### config.mk
export PLATFORM = sky130hd
export DESIGN_NAME = timer8_waveform_modes
export DESIGN_NICKNAME = d
export VERILOG_FILES = /design/src/logic/timer8_pkg.sv /design/src/logic/timer_state_if.sv /design/src/logic/sticky_flags.sv /design/src/logic/compare_channel.sv /design/src/logic/timer8_waveform_modes.sv
export SDC_FILE = /design/constraint.sdc
export NUM_CORES = 1
export LEC_CHECK = 0
export ABC_AREA = 1
export BUFFER_PORTS_ARGS = -buffer_cell sky130_fd_sc_hd__buf_4
export CORE_MARGIN = 8
export CORE_UTILIZATION = 35
export DETAILED_ROUTE_END_ITERATION = 7
export PLACE_DENSITY = 0.65
export SYNTH_ARGS = -nofsm -noshare
export SYNTH_HDL_FRONTEND = slang
export SYNTH_SLANG_ARGS = --single-unit
export TNS_END_PERCENT = 30
### constraint.sdc
create_clock -name ref_clk -period 2.1 [get_ports ref_clk]
set_input_delay 0.315 -clock ref_clk [delete_from_list [all_inputs] [get_ports ref_clk]]
set_output_delay 0.315 -clock ref_clk [all_outputs]
set_load 0.05 [all_outputs]
### src/logic/timer8_pkg.sv
package timer8_pkg;
   // Register byte offsets on the bus
   localparam logic [7:0] ADDR_CTRL = 8'h00;
   localparam logic [7:0] ADDR_COUNT = 8'h04;
   localparam logic [7:0] ADDR_CMPA = 8'h08;
   localparam logic [7:0] ADDR_CMPB = 8'h0C;
   localparam logic [7:0] ADDR_FLAGS = 8'h10;
   // Control register fields
   localparam int CTRL_WAVE_LSB = 0;
   localparam int CTRL_SETB_LSB = 4;
   localparam int CTRL_SETA_LSB = 6;
   localparam int CTRL_W = 8;
   localparam logic [7:0] CTRL_RESET = 8'h00;
   // Flag bit positions
   localparam int FLAG_OVF = 0;
   localparam int FLAG_CMPA = 1;
   localparam int FLAG_CMPB = 2;
   localparam int NUM_FLAGS = 3;
   // Channels, channel A drives TOP in some modes
   localparam int NUM_CHANNELS = 2;
   localparam int CH_A = 0;
   // Counter extremes and reset values
   localparam logic [7:0] COUNT_BOTTOM = 8'h00;
   localparam logic [7:0] COUNT_MAX = 8'hFF;
   localparam logic [7:0] COUNT_ONE = 8'h01;
   localparam logic [7:0] CMP_RESET = 8'h00;
   localparam logic [31:0] READ_ZERO = 32'h0000_0000;
   // Waveform generation modes
   typedef enum logic [2:0] {
      WAVE_NORMAL = 3'b000,
      WAVE_PHASE_MAX = 3'b001,
      WAVE_CLEAR_ON_MATCH = 3'b010,
      WAVE_FAST_MAX = 3'b011,
      WAVE_RSVD4 = 3'b100,
      WAVE_PHASE_CMPA = 3'b101,
      WAVE_RSVD6 = 3'b110,
      WAVE_FAST_CMPA = 3'b111
   } wave_mode_t;
   // Compare output settings
   typedef enum logic [1:0] {
      OUT_NONE = 2'b00,
      OUT_TOGGLE = 2'b01,
      OUT_CLEAR = 2'b10,
      OUT_SET = 2'b11
   } out_setting_t;
   // Count direction for the dual-slope mode
   typedef enum logic {
      DIR_UP = 1'b0,
      DIR_DOWN = 1'b1
   } dir_t;
endpackage

### src/logic/timer_state_if.sv
`timescale 1ns/1ps
`default_nettype none
// Shared counter state, broadcast to each compare channel
interface timer_state_if;
   logic [7:0] count;      // Current count
   logic [7:0] topValue;   // Present TOP
   logic tick;             // Timer clock enable
   logic block;            // Match blocked after count write
   logic run;              // Mode is a defined one
   logic isNonPwm;         // Normal, clear-on-match or reserved
   logic isFast;           // Single slope
   logic isPhase;          // Dual slope
   logic wgmTop;           // Top mode-select bit
   logic atTop;            // Count equals TOP
   logic atBottom;         // Count equals zero
   logic dirDown;          // Dual slope counting down
   modport timer (output count, topValue, tick, block, run, isNonPwm, isFast, isPhase,
      wgmTop, atTop, atBottom, dirDown);
   modport channel (input count, topValue, tick, block, run, isNonPwm, isFast, isPhase,
      wgmTop, atTop, atBottom, dirDown);
endinterface // timer_state_if
`default_nettype wire

### src/logic/sticky_flags.sv
`timescale 1ns/1ps
`default_nettype none
module sticky_flags #(
   parameter int N = 3
) (
   input wire logic ref_clk,
   input wire logic rst_n,
   input wire logic [N-1:0] setEv,
   input wire logic [N-1:0] clearEv,
   output logic [N-1:0] flags
);
   logic [N-1:0] flags_reg; // Held flag state
   // Set wins so an event in the clearing cycle survives
   always_ff @(posedge ref_clk or negedge rst_n)
   begin
      if (!rst_n)
         flags_reg <= '0;
      else
         flags_reg <= (flags_reg & ~clearEv) | setEv;
   end
   assign flags = flags_reg;
endmodule // sticky_flags
`default_nettype wire

### src/logic/compare_channel.sv
`timescale 1ns/1ps
`default_nettype none
module compare_channel #(
   parameter bit IS_CHANNEL_A = 1'b0
) (
   input wire logic ref_clk,
   input wire logic rst_n,
   timer_state_if.channel tim,
   input wire timer8_pkg::out_setting_t setting,
   input wire logic [7:0] bufValue,
   output logic [7:0] activeValue,
   output logic matchEvent,
   output logic waveOut
);
   import timer8_pkg::*;
   logic [7:0] active_reg; // Compare value in use under PWM
   logic waveOut_reg;      // Output level, zero from reset
   logic match;            // Unblocked equality
   logic upLvl;            // Level an up-count match gives
   assign activeValue = tim.isNonPwm ? bufValue : active_reg;
   assign match = tim.run && !tim.block && (tim.count == activeValue);
   assign matchEvent = tim.tick && match;
   assign upLvl = (setting == OUT_SET);
   assign waveOut = waveOut_reg;
   always_ff @(posedge ref_clk or negedge rst_n)
   begin
      if (!rst_n)
         active_reg <= CMP_RESET;
      else if (tim.isNonPwm || (tim.tick && tim.atTop))
         active_reg <= bufValue;
   end
   // Output action on each timer tick in a defined (non-reserved) mode
   always_ff @(posedge ref_clk or negedge rst_n)
   begin
      if (!rst_n)
         waveOut_reg <= 1'b0;
      else if (tim.tick && tim.run)
      begin
         case (setting)
            OUT_NONE: waveOut_reg <= waveOut_reg;
            // toggle; in PWM only channel A, and only with TOP from compare A
            OUT_TOGGLE:
               if (match && (tim.isNonPwm || (IS_CHANNEL_A && tim.wgmTop)))
                  waveOut_reg <= ~waveOut_reg;
            default:
               if (tim.isNonPwm)
               begin
                  if (match)
                     waveOut_reg <= upLvl;
               end
               else if (tim.isFast)
               begin
                  if (tim.atTop)
                     waveOut_reg <= ~upLvl;
                  else if (match)
                     waveOut_reg <= upLvl;
               end
               else
               begin
                  if (tim.atTop && (activeValue == tim.topValue))
                     waveOut_reg <= ~upLvl;
                  else if (tim.atBottom)
                     waveOut_reg <= match ? upLvl : ~upLvl;
                  else if (match)
                     waveOut_reg <= tim.dirDown ? ~upLvl : upLvl;
               end
         endcase
      end
   end
endmodule // compare_channel
`default_nettype wire

### src/logic/timer8_waveform_modes.sv
`timescale 1ns/1ps
`default_nettype none
module timer8_waveform_modes #(
   parameter int ADDR_W = 8
) (
   input wire logic ref_clk,
   input wire logic rst_n,
   input wire logic tickEn,
   input wire logic psel,
   input wire logic penable,
   input wire logic pwrite,
   input wire logic [ADDR_W-1:0] paddr,
   input wire logic [31:0] pwdata,
   output logic [31:0] prdata,
   output logic pready,
   output logic pslverr,
   output logic waveOutA,
   output logic waveOutB,
   output logic [timer8_pkg::NUM_FLAGS-1:0] flagsOut
);
   import timer8_pkg::*;

   // Bus decode
   logic setupPhase;       // First cycle of a transfer
   logic accessDone;       // Access edge, write lands here
   logic wrEn;             // Write taking effect
   logic [7:0] addrLow;    // Byte address seen by the decode
   logic addrHit;          // Address belongs to the map

   // Software state
   logic [CTRL_W-1:0] ctrl_reg;              // Mode and settings
   logic [7:0] cmpBuf_reg [NUM_CHANNELS];    // Values written by software
   logic [31:0] prdata_reg;                  // Read data captured in setup

   // Counter state
   logic [7:0] count_reg;  // Count value
   logic [7:0] count_next; // Next count on a tick
   dir_t dir_reg;          // Dual slope direction
   dir_t dir_next;         // Next direction on a tick
   logic block_reg;        // Blocks matches one tick after a write
   logic countWrite;       // Software writing the count

   // Mode decode
   wave_mode_t mode;       // Current waveform mode
   logic [7:0] topValue;   // TOP for current mode
   logic ovfEvent;         // Overflow condition this tick

   // Per channel
   out_setting_t chSetting [NUM_CHANNELS]; // Output setting per channel
   logic [7:0] chActive [NUM_CHANNELS];    // Compare value in use
   logic [NUM_CHANNELS-1:0] chMatch;       // Match pulses
   logic [NUM_CHANNELS-1:0] chWave;        // Output levels

   // Flags
   logic [NUM_FLAGS-1:0] flagSet;   // Hardware set events
   logic [NUM_FLAGS-1:0] flagClear; // Software clear strobes
   logic [NUM_FLAGS-1:0] flags;     // Current flag levels

   timer_state_if tim();

   // Bus phases; zero wait states so the access phase always ends
   assign setupPhase = psel && !penable;
   assign accessDone = psel && penable;
   assign addrLow = paddr[7:0];
   assign addrHit = (addrLow == ADDR_CTRL) || (addrLow == ADDR_COUNT) ||
      (addrLow == ADDR_CMPA) || (addrLow == ADDR_CMPB) || (addrLow == ADDR_FLAGS);
   assign wrEn = accessDone && pwrite && addrHit;
   assign pready = accessDone;
   // Unmapped addresses answer with an error, nothing stored
   assign pslverr = accessDone && !addrHit;
   assign prdata = prdata_reg;

   // Read data sampled in the setup cycle, held through the access
   always_ff @(posedge ref_clk or negedge rst_n)
   begin
      if (!rst_n)
         prdata_reg <= READ_ZERO;
      else if (setupPhase && !pwrite)
      begin
         case (addrLow)
            ADDR_CTRL: prdata_reg <= {24'h00_0000, ctrl_reg};
            // Live count, shows the block's own state
            ADDR_COUNT: prdata_reg <= {24'h00_0000, count_reg};
            ADDR_CMPA: prdata_reg <= {24'h00_0000, cmpBuf_reg[CH_A]};
            ADDR_CMPB: prdata_reg <= {24'h00_0000, cmpBuf_reg[CH_A + 1]};
            ADDR_FLAGS: prdata_reg <= {29'h0000_0000, flags};
            default: prdata_reg <= READ_ZERO;
         endcase
      end
   end

   // Control register, steers mode and output settings
   always_ff @(posedge ref_clk or negedge rst_n)
   begin
      if (!rst_n)
         ctrl_reg <= CTRL_RESET;
      else if (wrEn && (addrLow == ADDR_CTRL))
         ctrl_reg <= pwdata[CTRL_W-1:0];
   end

   // Compare values; the channel decides whether they are buffered
   always_ff @(posedge ref_clk or negedge rst_n)
   begin
      if (!rst_n)
      begin
         cmpBuf_reg[CH_A] <= CMP_RESET;
         cmpBuf_reg[CH_A + 1] <= CMP_RESET;
      end
      else if (wrEn)
      begin
         // compare A write visible at once outside PWM
         if (addrLow == ADDR_CMPA)
            cmpBuf_reg[CH_A] <= pwdata[7:0];
         if (addrLow == ADDR_CMPB)
            cmpBuf_reg[CH_A + 1] <= pwdata[7:0];
      end
   end

   // Mode fields
   assign mode = wave_mode_t'(ctrl_reg[CTRL_WAVE_LSB +: 3]);
   assign chSetting[CH_A] = out_setting_t'(ctrl_reg[CTRL_SETA_LSB +: 2]);
   assign chSetting[CH_A + 1] = out_setting_t'(ctrl_reg[CTRL_SETB_LSB +: 2]);
   assign countWrite = wrEn && (addrLow == ADDR_COUNT);

   // Mode class decode shared with the channels
   always_comb
   begin
      tim.isNonPwm = 1'b0;
      tim.isFast = 1'b0;
      tim.isPhase = 1'b0;
      tim.run = 1'b1;
      case (mode)
         WAVE_NORMAL: tim.isNonPwm = 1'b1;
         WAVE_CLEAR_ON_MATCH: tim.isNonPwm = 1'b1;
         WAVE_FAST_MAX: tim.isFast = 1'b1;
         WAVE_FAST_CMPA: tim.isFast = 1'b1;
         WAVE_PHASE_MAX: tim.isPhase = 1'b1;
         WAVE_PHASE_CMPA: tim.isPhase = 1'b1;
         default:
         begin
            tim.isNonPwm = 1'b1;
            tim.run = 1'b0;
         end
      endcase
   end

   // TOP is the maximum or channel A's compare value
   assign topValue = ctrl_reg[CTRL_WAVE_LSB + 2] ? chActive[CH_A] : COUNT_MAX;

   // Broadcast counter state
   assign tim.count = count_reg;
   assign tim.topValue = topValue;
   // only the enable advances the timer
   assign tim.tick = tickEn;
   assign tim.block = block_reg;
   assign tim.wgmTop = ctrl_reg[CTRL_WAVE_LSB + 2];
   assign tim.atTop = (count_reg == topValue);
   assign tim.atBottom = (count_reg == COUNT_BOTTOM);
   assign tim.dirDown = (dir_reg == DIR_DOWN);

   // Next count and direction for one tick
   always_comb
   begin
      count_next = count_reg;
      dir_next = DIR_UP;
      case (mode)
         WAVE_NORMAL: count_next = count_reg + COUNT_ONE;
         // clear at compare A; a missed match wraps past maximum
         WAVE_CLEAR_ON_MATCH:
            if (chMatch[CH_A])
               count_next = COUNT_BOTTOM;
            else
               count_next = count_reg + COUNT_ONE;
         // bottom follows TOP on the next tick
         WAVE_FAST_MAX, WAVE_FAST_CMPA:
            if (tim.atTop)
               count_next = COUNT_BOTTOM;
            else
               count_next = count_reg + COUNT_ONE;
         // turn at TOP after one tick there
         WAVE_PHASE_MAX, WAVE_PHASE_CMPA:
         begin
            case (dir_reg)
               DIR_UP:
                  if (tim.atTop)
                  begin
                     dir_next = DIR_DOWN;
                     count_next = count_reg - COUNT_ONE;
                  end
                  else
                  begin
                     dir_next = DIR_UP;
                     count_next = count_reg + COUNT_ONE;
                  end
               default:
                  if (tim.atBottom)
                  begin
                     dir_next = DIR_UP;
                     count_next = count_reg + COUNT_ONE;
                  end
                  else
                  begin
                     dir_next = DIR_DOWN;
                     count_next = count_reg - COUNT_ONE;
                  end
            endcase
         end
         // Reserved: hold
         default: count_next = count_reg;
      endcase
   end

   // Count register; a software write beats any tick
   always_ff @(posedge ref_clk or negedge rst_n)
   begin
      if (!rst_n)
         count_reg <= COUNT_BOTTOM;
      else if (countWrite)
         count_reg <= pwdata[7:0];
      else if (tickEn)
         count_reg <= count_next;
   end

   // Direction; outside dual slope it rests at up
   always_ff @(posedge ref_clk or negedge rst_n)
   begin
      if (!rst_n)
         dir_reg <= DIR_UP;
      else if (!tim.isPhase)
         dir_reg <= DIR_UP;
      else if (tickEn && !countWrite)
         dir_reg <= dir_next;
   end

   // One tick of match blocking after a count write, even when stopped
   always_ff @(posedge ref_clk or negedge rst_n)
   begin
      if (!rst_n)
         block_reg <= 1'b0;
      else if (countWrite)
         block_reg <= 1'b1;
      else if (tickEn)
         block_reg <= 1'b0;
   end

   // Overflow condition per mode
   always_comb
   begin
      ovfEvent = 1'b0;
      case (mode)
         // set as the count wraps from maximum to zero
         WAVE_NORMAL, WAVE_CLEAR_ON_MATCH: ovfEvent = (count_reg == COUNT_MAX);
         WAVE_FAST_MAX, WAVE_FAST_CMPA: ovfEvent = tim.atTop;
         WAVE_PHASE_MAX, WAVE_PHASE_CMPA: ovfEvent = tim.atBottom;
         default: ovfEvent = 1'b0;
      endcase
   end

   // flags rise at the tick that ends the match or overflow cycle
   assign flagSet[FLAG_OVF] = tickEn && !countWrite && ovfEvent;
   assign flagSet[FLAG_CMPA] = chMatch[CH_A] && !countWrite;
   assign flagSet[FLAG_CMPB] = chMatch[CH_A + 1] && !countWrite;
   // Write one to clear
   assign flagClear = (wrEn && (addrLow == ADDR_FLAGS)) ? pwdata[NUM_FLAGS-1:0] : '0;

   sticky_flags #(
      .N(NUM_FLAGS)
   ) u_flags (
      .ref_clk(ref_clk),
      .rst_n(rst_n),
      .setEv(flagSet),
      .clearEv(flagClear),
      .flags(flags)
   );

   // One compare unit per channel
   genvar ch;
   generate
      for (ch = 0; ch < NUM_CHANNELS; ch++)
      begin : g_ch
         compare_channel #(
            .IS_CHANNEL_A(ch == CH_A)
         ) u_cmp (
            .ref_clk(ref_clk),
            .rst_n(rst_n),
            .tim(tim),
            .setting(chSetting[ch]),
            .bufValue(cmpBuf_reg[ch]),
            .activeValue(chActive[ch]),
            .matchEvent(chMatch[ch]),
            .waveOut(chWave[ch])
         );
      end
   endgenerate

   // Outputs straight from channel and flag flip-flops
   assign waveOutA = chWave[CH_A];
   assign waveOutB = chWave[CH_A + 1];
   assign flagsOut = flags;
endmodule // timer8_waveform_modes
`default_nettype wire

==> summary.txt <==
Outcome
  • Result of the run: complete, but fails checks
  • Violated checks: negative setup slack

Cells and area
  • Layout Nets: 934
  • Diode count: 0
  • Final std cell area, no fill: 0.006301 mm2
  • Number of filler instances in the final layout: 1414
  • Synth-to-Final Area Change: 27.24%
  • Area of the multi-input gates: 0.002848 mm2
  • Layout cell share with drive strength beyond 1: 20.11%
  • Cell Count, Final, Fillers Out: 1070
  • Area taken by flip-flops and latches: 0.001577 mm2

Drt
  • Initial drt markers: 436
  • Post-detailed-route via-to-cell ratio: 4.911
  • Number of iterations in the first detailed-routing pass: 5
  • Via count: 5255
  • Total routed wirelength: 16930 um
  • Average detailed-routed wire length per instance: 15.82 um
  • Antenna viol nets, final: 0
  • Remaining DRCs: 0

Global route
  • Number of antenna violations at the first check in global routing: 0
  • Vias in the first global route: 4860
  • Largest net degree at the start of global routing: 39
  • Global routing usage summed across all routing layers: 18.97%
  • Remaining Overflow, GRT: 0
  • First-pass GRT wire length: 26590 um

Pwr
  • Net load switching power: 1.664 mW
  • Power Density: 716.4 mW/mm2
  • Switching Share: 36.85%
  • Leakage component of the power: 3.395 nW
  • Fraction of power consumed by combinational cells: 33.2%
  • Fraction of power consumed by the clock network: 37.2%
  • Cell Int Power: 2.851 mW
  • Largest vdd supply drop: 0.4630 mV
  • Relative contribution of sequential cells to total power: 29.6%

Setup path
  • Worst setup EP type: flip-flop
  • Setup Crit Path Kind: reg -> reg
  • CP Launch Type: flip-flop
  • Maximum fanout along the worst path: 7
  • Worst EP arrival: 2.39 ns
  • Worst path required time: 2.34 ns

CTS
  • Deepest level of the CTS H-tree: 3
  • Number of buffers created by CTS: 9
  • Register clock-pin slew on the reported worst setup and hold paths: 0.06 ns
  • Clock tree root buffer cell: sky130_fd_sc_hd__clkbuf_16
  • CTS tree: yes
  • Number of buffers on the longest clock path: 2
  • TritonCTS sink count: 63
  • Insertion delay to the later sink of the worst-skew pair: 0.35 ns

Synthesis
  • Count leader, synth: sky130_fd_sc_hd__nand2_1
  • Gate Count Post-Synth: 789
  • Avg Inst Size Synth: 6.277 um2
  • Leading cell types by count after synthesis: 298 x sky130_fd_sc_hd__nand2_1, 106 x sky130_fd_sc_hd__inv_1, 63 x sky130_fd_sc_hd__dfrtp_1, 57 x sky130_fd_sc_hd__nand3_1, 56 x sky130_fd_sc_hd__o21ai_0
  • Ranking of synthesized cells by area: sky130_fd_sc_hd__dfrtp_1 32%, sky130_fd_sc_hd__nand2_1 23%, sky130_fd_sc_hd__inv_1 8.0%
  • Cell type with the largest total area after synthesis: sky130_fd_sc_hd__dfrtp_1
  • Portion of the post-synthesis area used by sequential elements: 31.83%
  • Area share of the largest cell type after synthesis: 31.83%
  • Number of library cell types mapped by synthesis: 39
  • Post-synth top flop: sky130_fd_sc_hd__dfrtp_1
  • Cell area after technology mapping: 0.004952 mm2
  • Number of enable-type register cells in the synthesized netlist: 0
  • Yosys warning count: 0
  • Post-synthesis register bit count: 63
  • Async set or reset register ratio after synthesis: 100.0%

STA
  • Max Freq: 0.4654 GHz
  • TNS Setup: -0.1019 ns
  • Fin crit share: 102.3%
  • Clock period minus worst slack: 2.149 ns
  • Unrepaired setup endpoints after global routing: yes
  • Final setup violation count: 5
  • Number of hold violations in the final report: 0
  • Clock tree skew after final layout: 0.005398 ns
  • Count of pins over their slew limit: 0
  • Slew Limit Headroom: 64.55%
  • Post-route worst setup slack: -0.04861 ns
  • Worst-margin pin slew: 0.5317 ns

Die
  • Num ports: 85
  • Die ar.: 0.01821 mm2
  • Number of cell rows: 43
  • Die Height: 135.0 um
  • Core Area: 0.01383 mm2
  • Initial standard-cell utilization of the core: 35.82%
  • Die width: 135.0 um

Placement
  • Final weighted congestion in routability-driven placement: 0.9360
  • Post-detailed-placement cell area: 0.005725 mm2
  • Count of port buffers added during placement: 36
  • Total half-perimeter wirelength after legalization and detailed placement: 13030 um
  • Dpl cells: 1046

Min path
  • Path type of the worst min-delay path: in -> reg

Run
  • Number of violations of the max-capacitance limit: 0
[through the flow]
step | util [%] | power [mW] | worst slack, ns | hold slack [ns]
after global placement | 41.41 | 2.791 | -0.1270 | 0.3220
after global routing | 45.57 | 4.734 | -0.2012 | 0.2054
after CTS | 44.58 | 4.501 | -0.04559 | 0.1814
after detailed placement | 41.41 | 2.800 | -0.1594 | 0.3294
final | 45.57 | 4.514 | -0.04861 | 0.1865
after floorplan | - | 2.300 | 0.2136 | 0.01941
[placed cells by master, fill, tap and decap left out, types with 6 or more instances in the layout]
master                      count
sky130_fd_sc_hd__nand2_2       25
sky130_fd_sc_hd__buf_4        100
sky130_fd_sc_hd__inv_1        104
sky130_fd_sc_hd__nor3_1         7
sky130_fd_sc_hd__clkbuf_16      9
sky130_fd_sc_hd__nand3_2        7
sky130_fd_sc_hd__nor2_2         7
sky130_fd_sc_hd__xor2_1        12
sky130_fd_sc_hd__o21ai_0       54
sky130_fd_sc_hd__nand3_1       52
sky130_fd_sc_hd__dfrtp_1       63
sky130_fd_sc_hd__nand4_1       17
sky130_fd_sc_hd__nor2_1        47
sky130_fd_sc_hd__conb_1        24
sky130_fd_sc_hd__o21ai_1        8
sky130_fd_sc_hd__nand2_1      277
sky130_fd_sc_hd__nand2_4        6
sky130_fd_sc_hd__o22ai_1       14
sky130_fd_sc_hd__a21oi_1       12
[layout make-up]
cell class,instances,area share [%]
inverters,110,6.811
multi-input cells,592,45.19
repair buffers,109,14.18
clock inverters,7,1.648
clock buffers,9,3.574
flip-flops and latches,63,25.02
well taps,180,3.574
[power by group through the flow]
stage          Combinational [mW]  Sequential [mW]  Clock, mW
6_report                     1.50             1.33       1.68
5_1_grt                      1.65             1.34       1.74
2_1_floorplan               0.919             1.38          0
4_1_cts                      1.47             1.34       1.69
3_5_place_dp                 1.44             1.36          0
3_3_place_gp                 1.44             1.36          0
[metal layers]
layer | track usage (%) | vias to the layer above | part of all wire (%) | wire, um
met5 | 0 | - | 0 | 0
met4 | 9.068 | 0 | 4.0 | 672
met3 | 4.086 | 42 | 7.6 | 1285
li1 | - | 2630 | - | -
met2 | 29.53 | 223 | 44 | 7501
met1 | 24.45 | 2360 | 44 | 7469
[logic make-up (layout without fill, tap and decap cells)]
group                    after synthesis  after routing  synth area share (%)
buffers and inverters                157            235                 15.18
flip-flops                            63             63                 31.83
XOR/XNOR                              13             13                 2.299
adder cells (fa/ha/maj)                3              3                0.7580
AO/OA/AOI/OAI                         98             98                 11.07
multiplexers                           2              2                0.4547
AND/OR/NAND/NOR                      452            452                 38.33
other                                  1             24               0.07572
[critical path: stages (launching register included)]
cell	delay, ns
sky130_fd_sc_hd__dfrtp_1	0.39
sky130_fd_sc_hd__buf_12	0.16
sky130_fd_sc_hd__buf_8	0.13
sky130_fd_sc_hd__nand2_4	0.08
sky130_fd_sc_hd__nand2_2	0.06
sky130_fd_sc_hd__inv_2	0.05
sky130_fd_sc_hd__nand2_1	0.05
sky130_fd_sc_hd__nand2_2	0.07
sky130_fd_sc_hd__nand2_1	0.08
sky130_fd_sc_hd__nor2_2	0.12
sky130_fd_sc_hd__nand4_1	0.15
sky130_fd_sc_hd__nand2_1	0.12
sky130_fd_sc_hd__nand4_1	0.24
sky130_fd_sc_hd__nand2_1	0.15
sky130_fd_sc_hd__nand2_1	0.07
sky130_fd_sc_hd__nand2_1	0.06
sky130_fd_sc_hd__nand2_1	0.05
[worst paths after layout]
kind                            slack [ns]                           to           start  cells past startpoint
worst max-delay path                 -0.05                 count_reg[3]     ctrl_reg[0]                     16
min in group asynchronous             0.49  g_ch[0].u_cmp.active_reg[2]           rst_n                      2
worst min register to register        0.48  g_ch[0].u_cmp.active_reg[5]  cmpBuf_reg[13]                      2
worst min-delay path                  0.19                cmpBuf_reg[8]       pwdata[0]                      3
worst max register to register       -0.05                 count_reg[3]     ctrl_reg[0]                     16
max in group asynchronous             1.08                    prdata[2]           rst_n                      3
[timing repair]
action,4_1_cts,5_1_grt
setup endpoints to repair,25,28
pin swaps,14,17
hold endpoints to repair,34,0
hold buffers,1,0
resized for setup,24,33
setup buffers,3,4
Note: power is estimated with default switching activity, not from simulation.
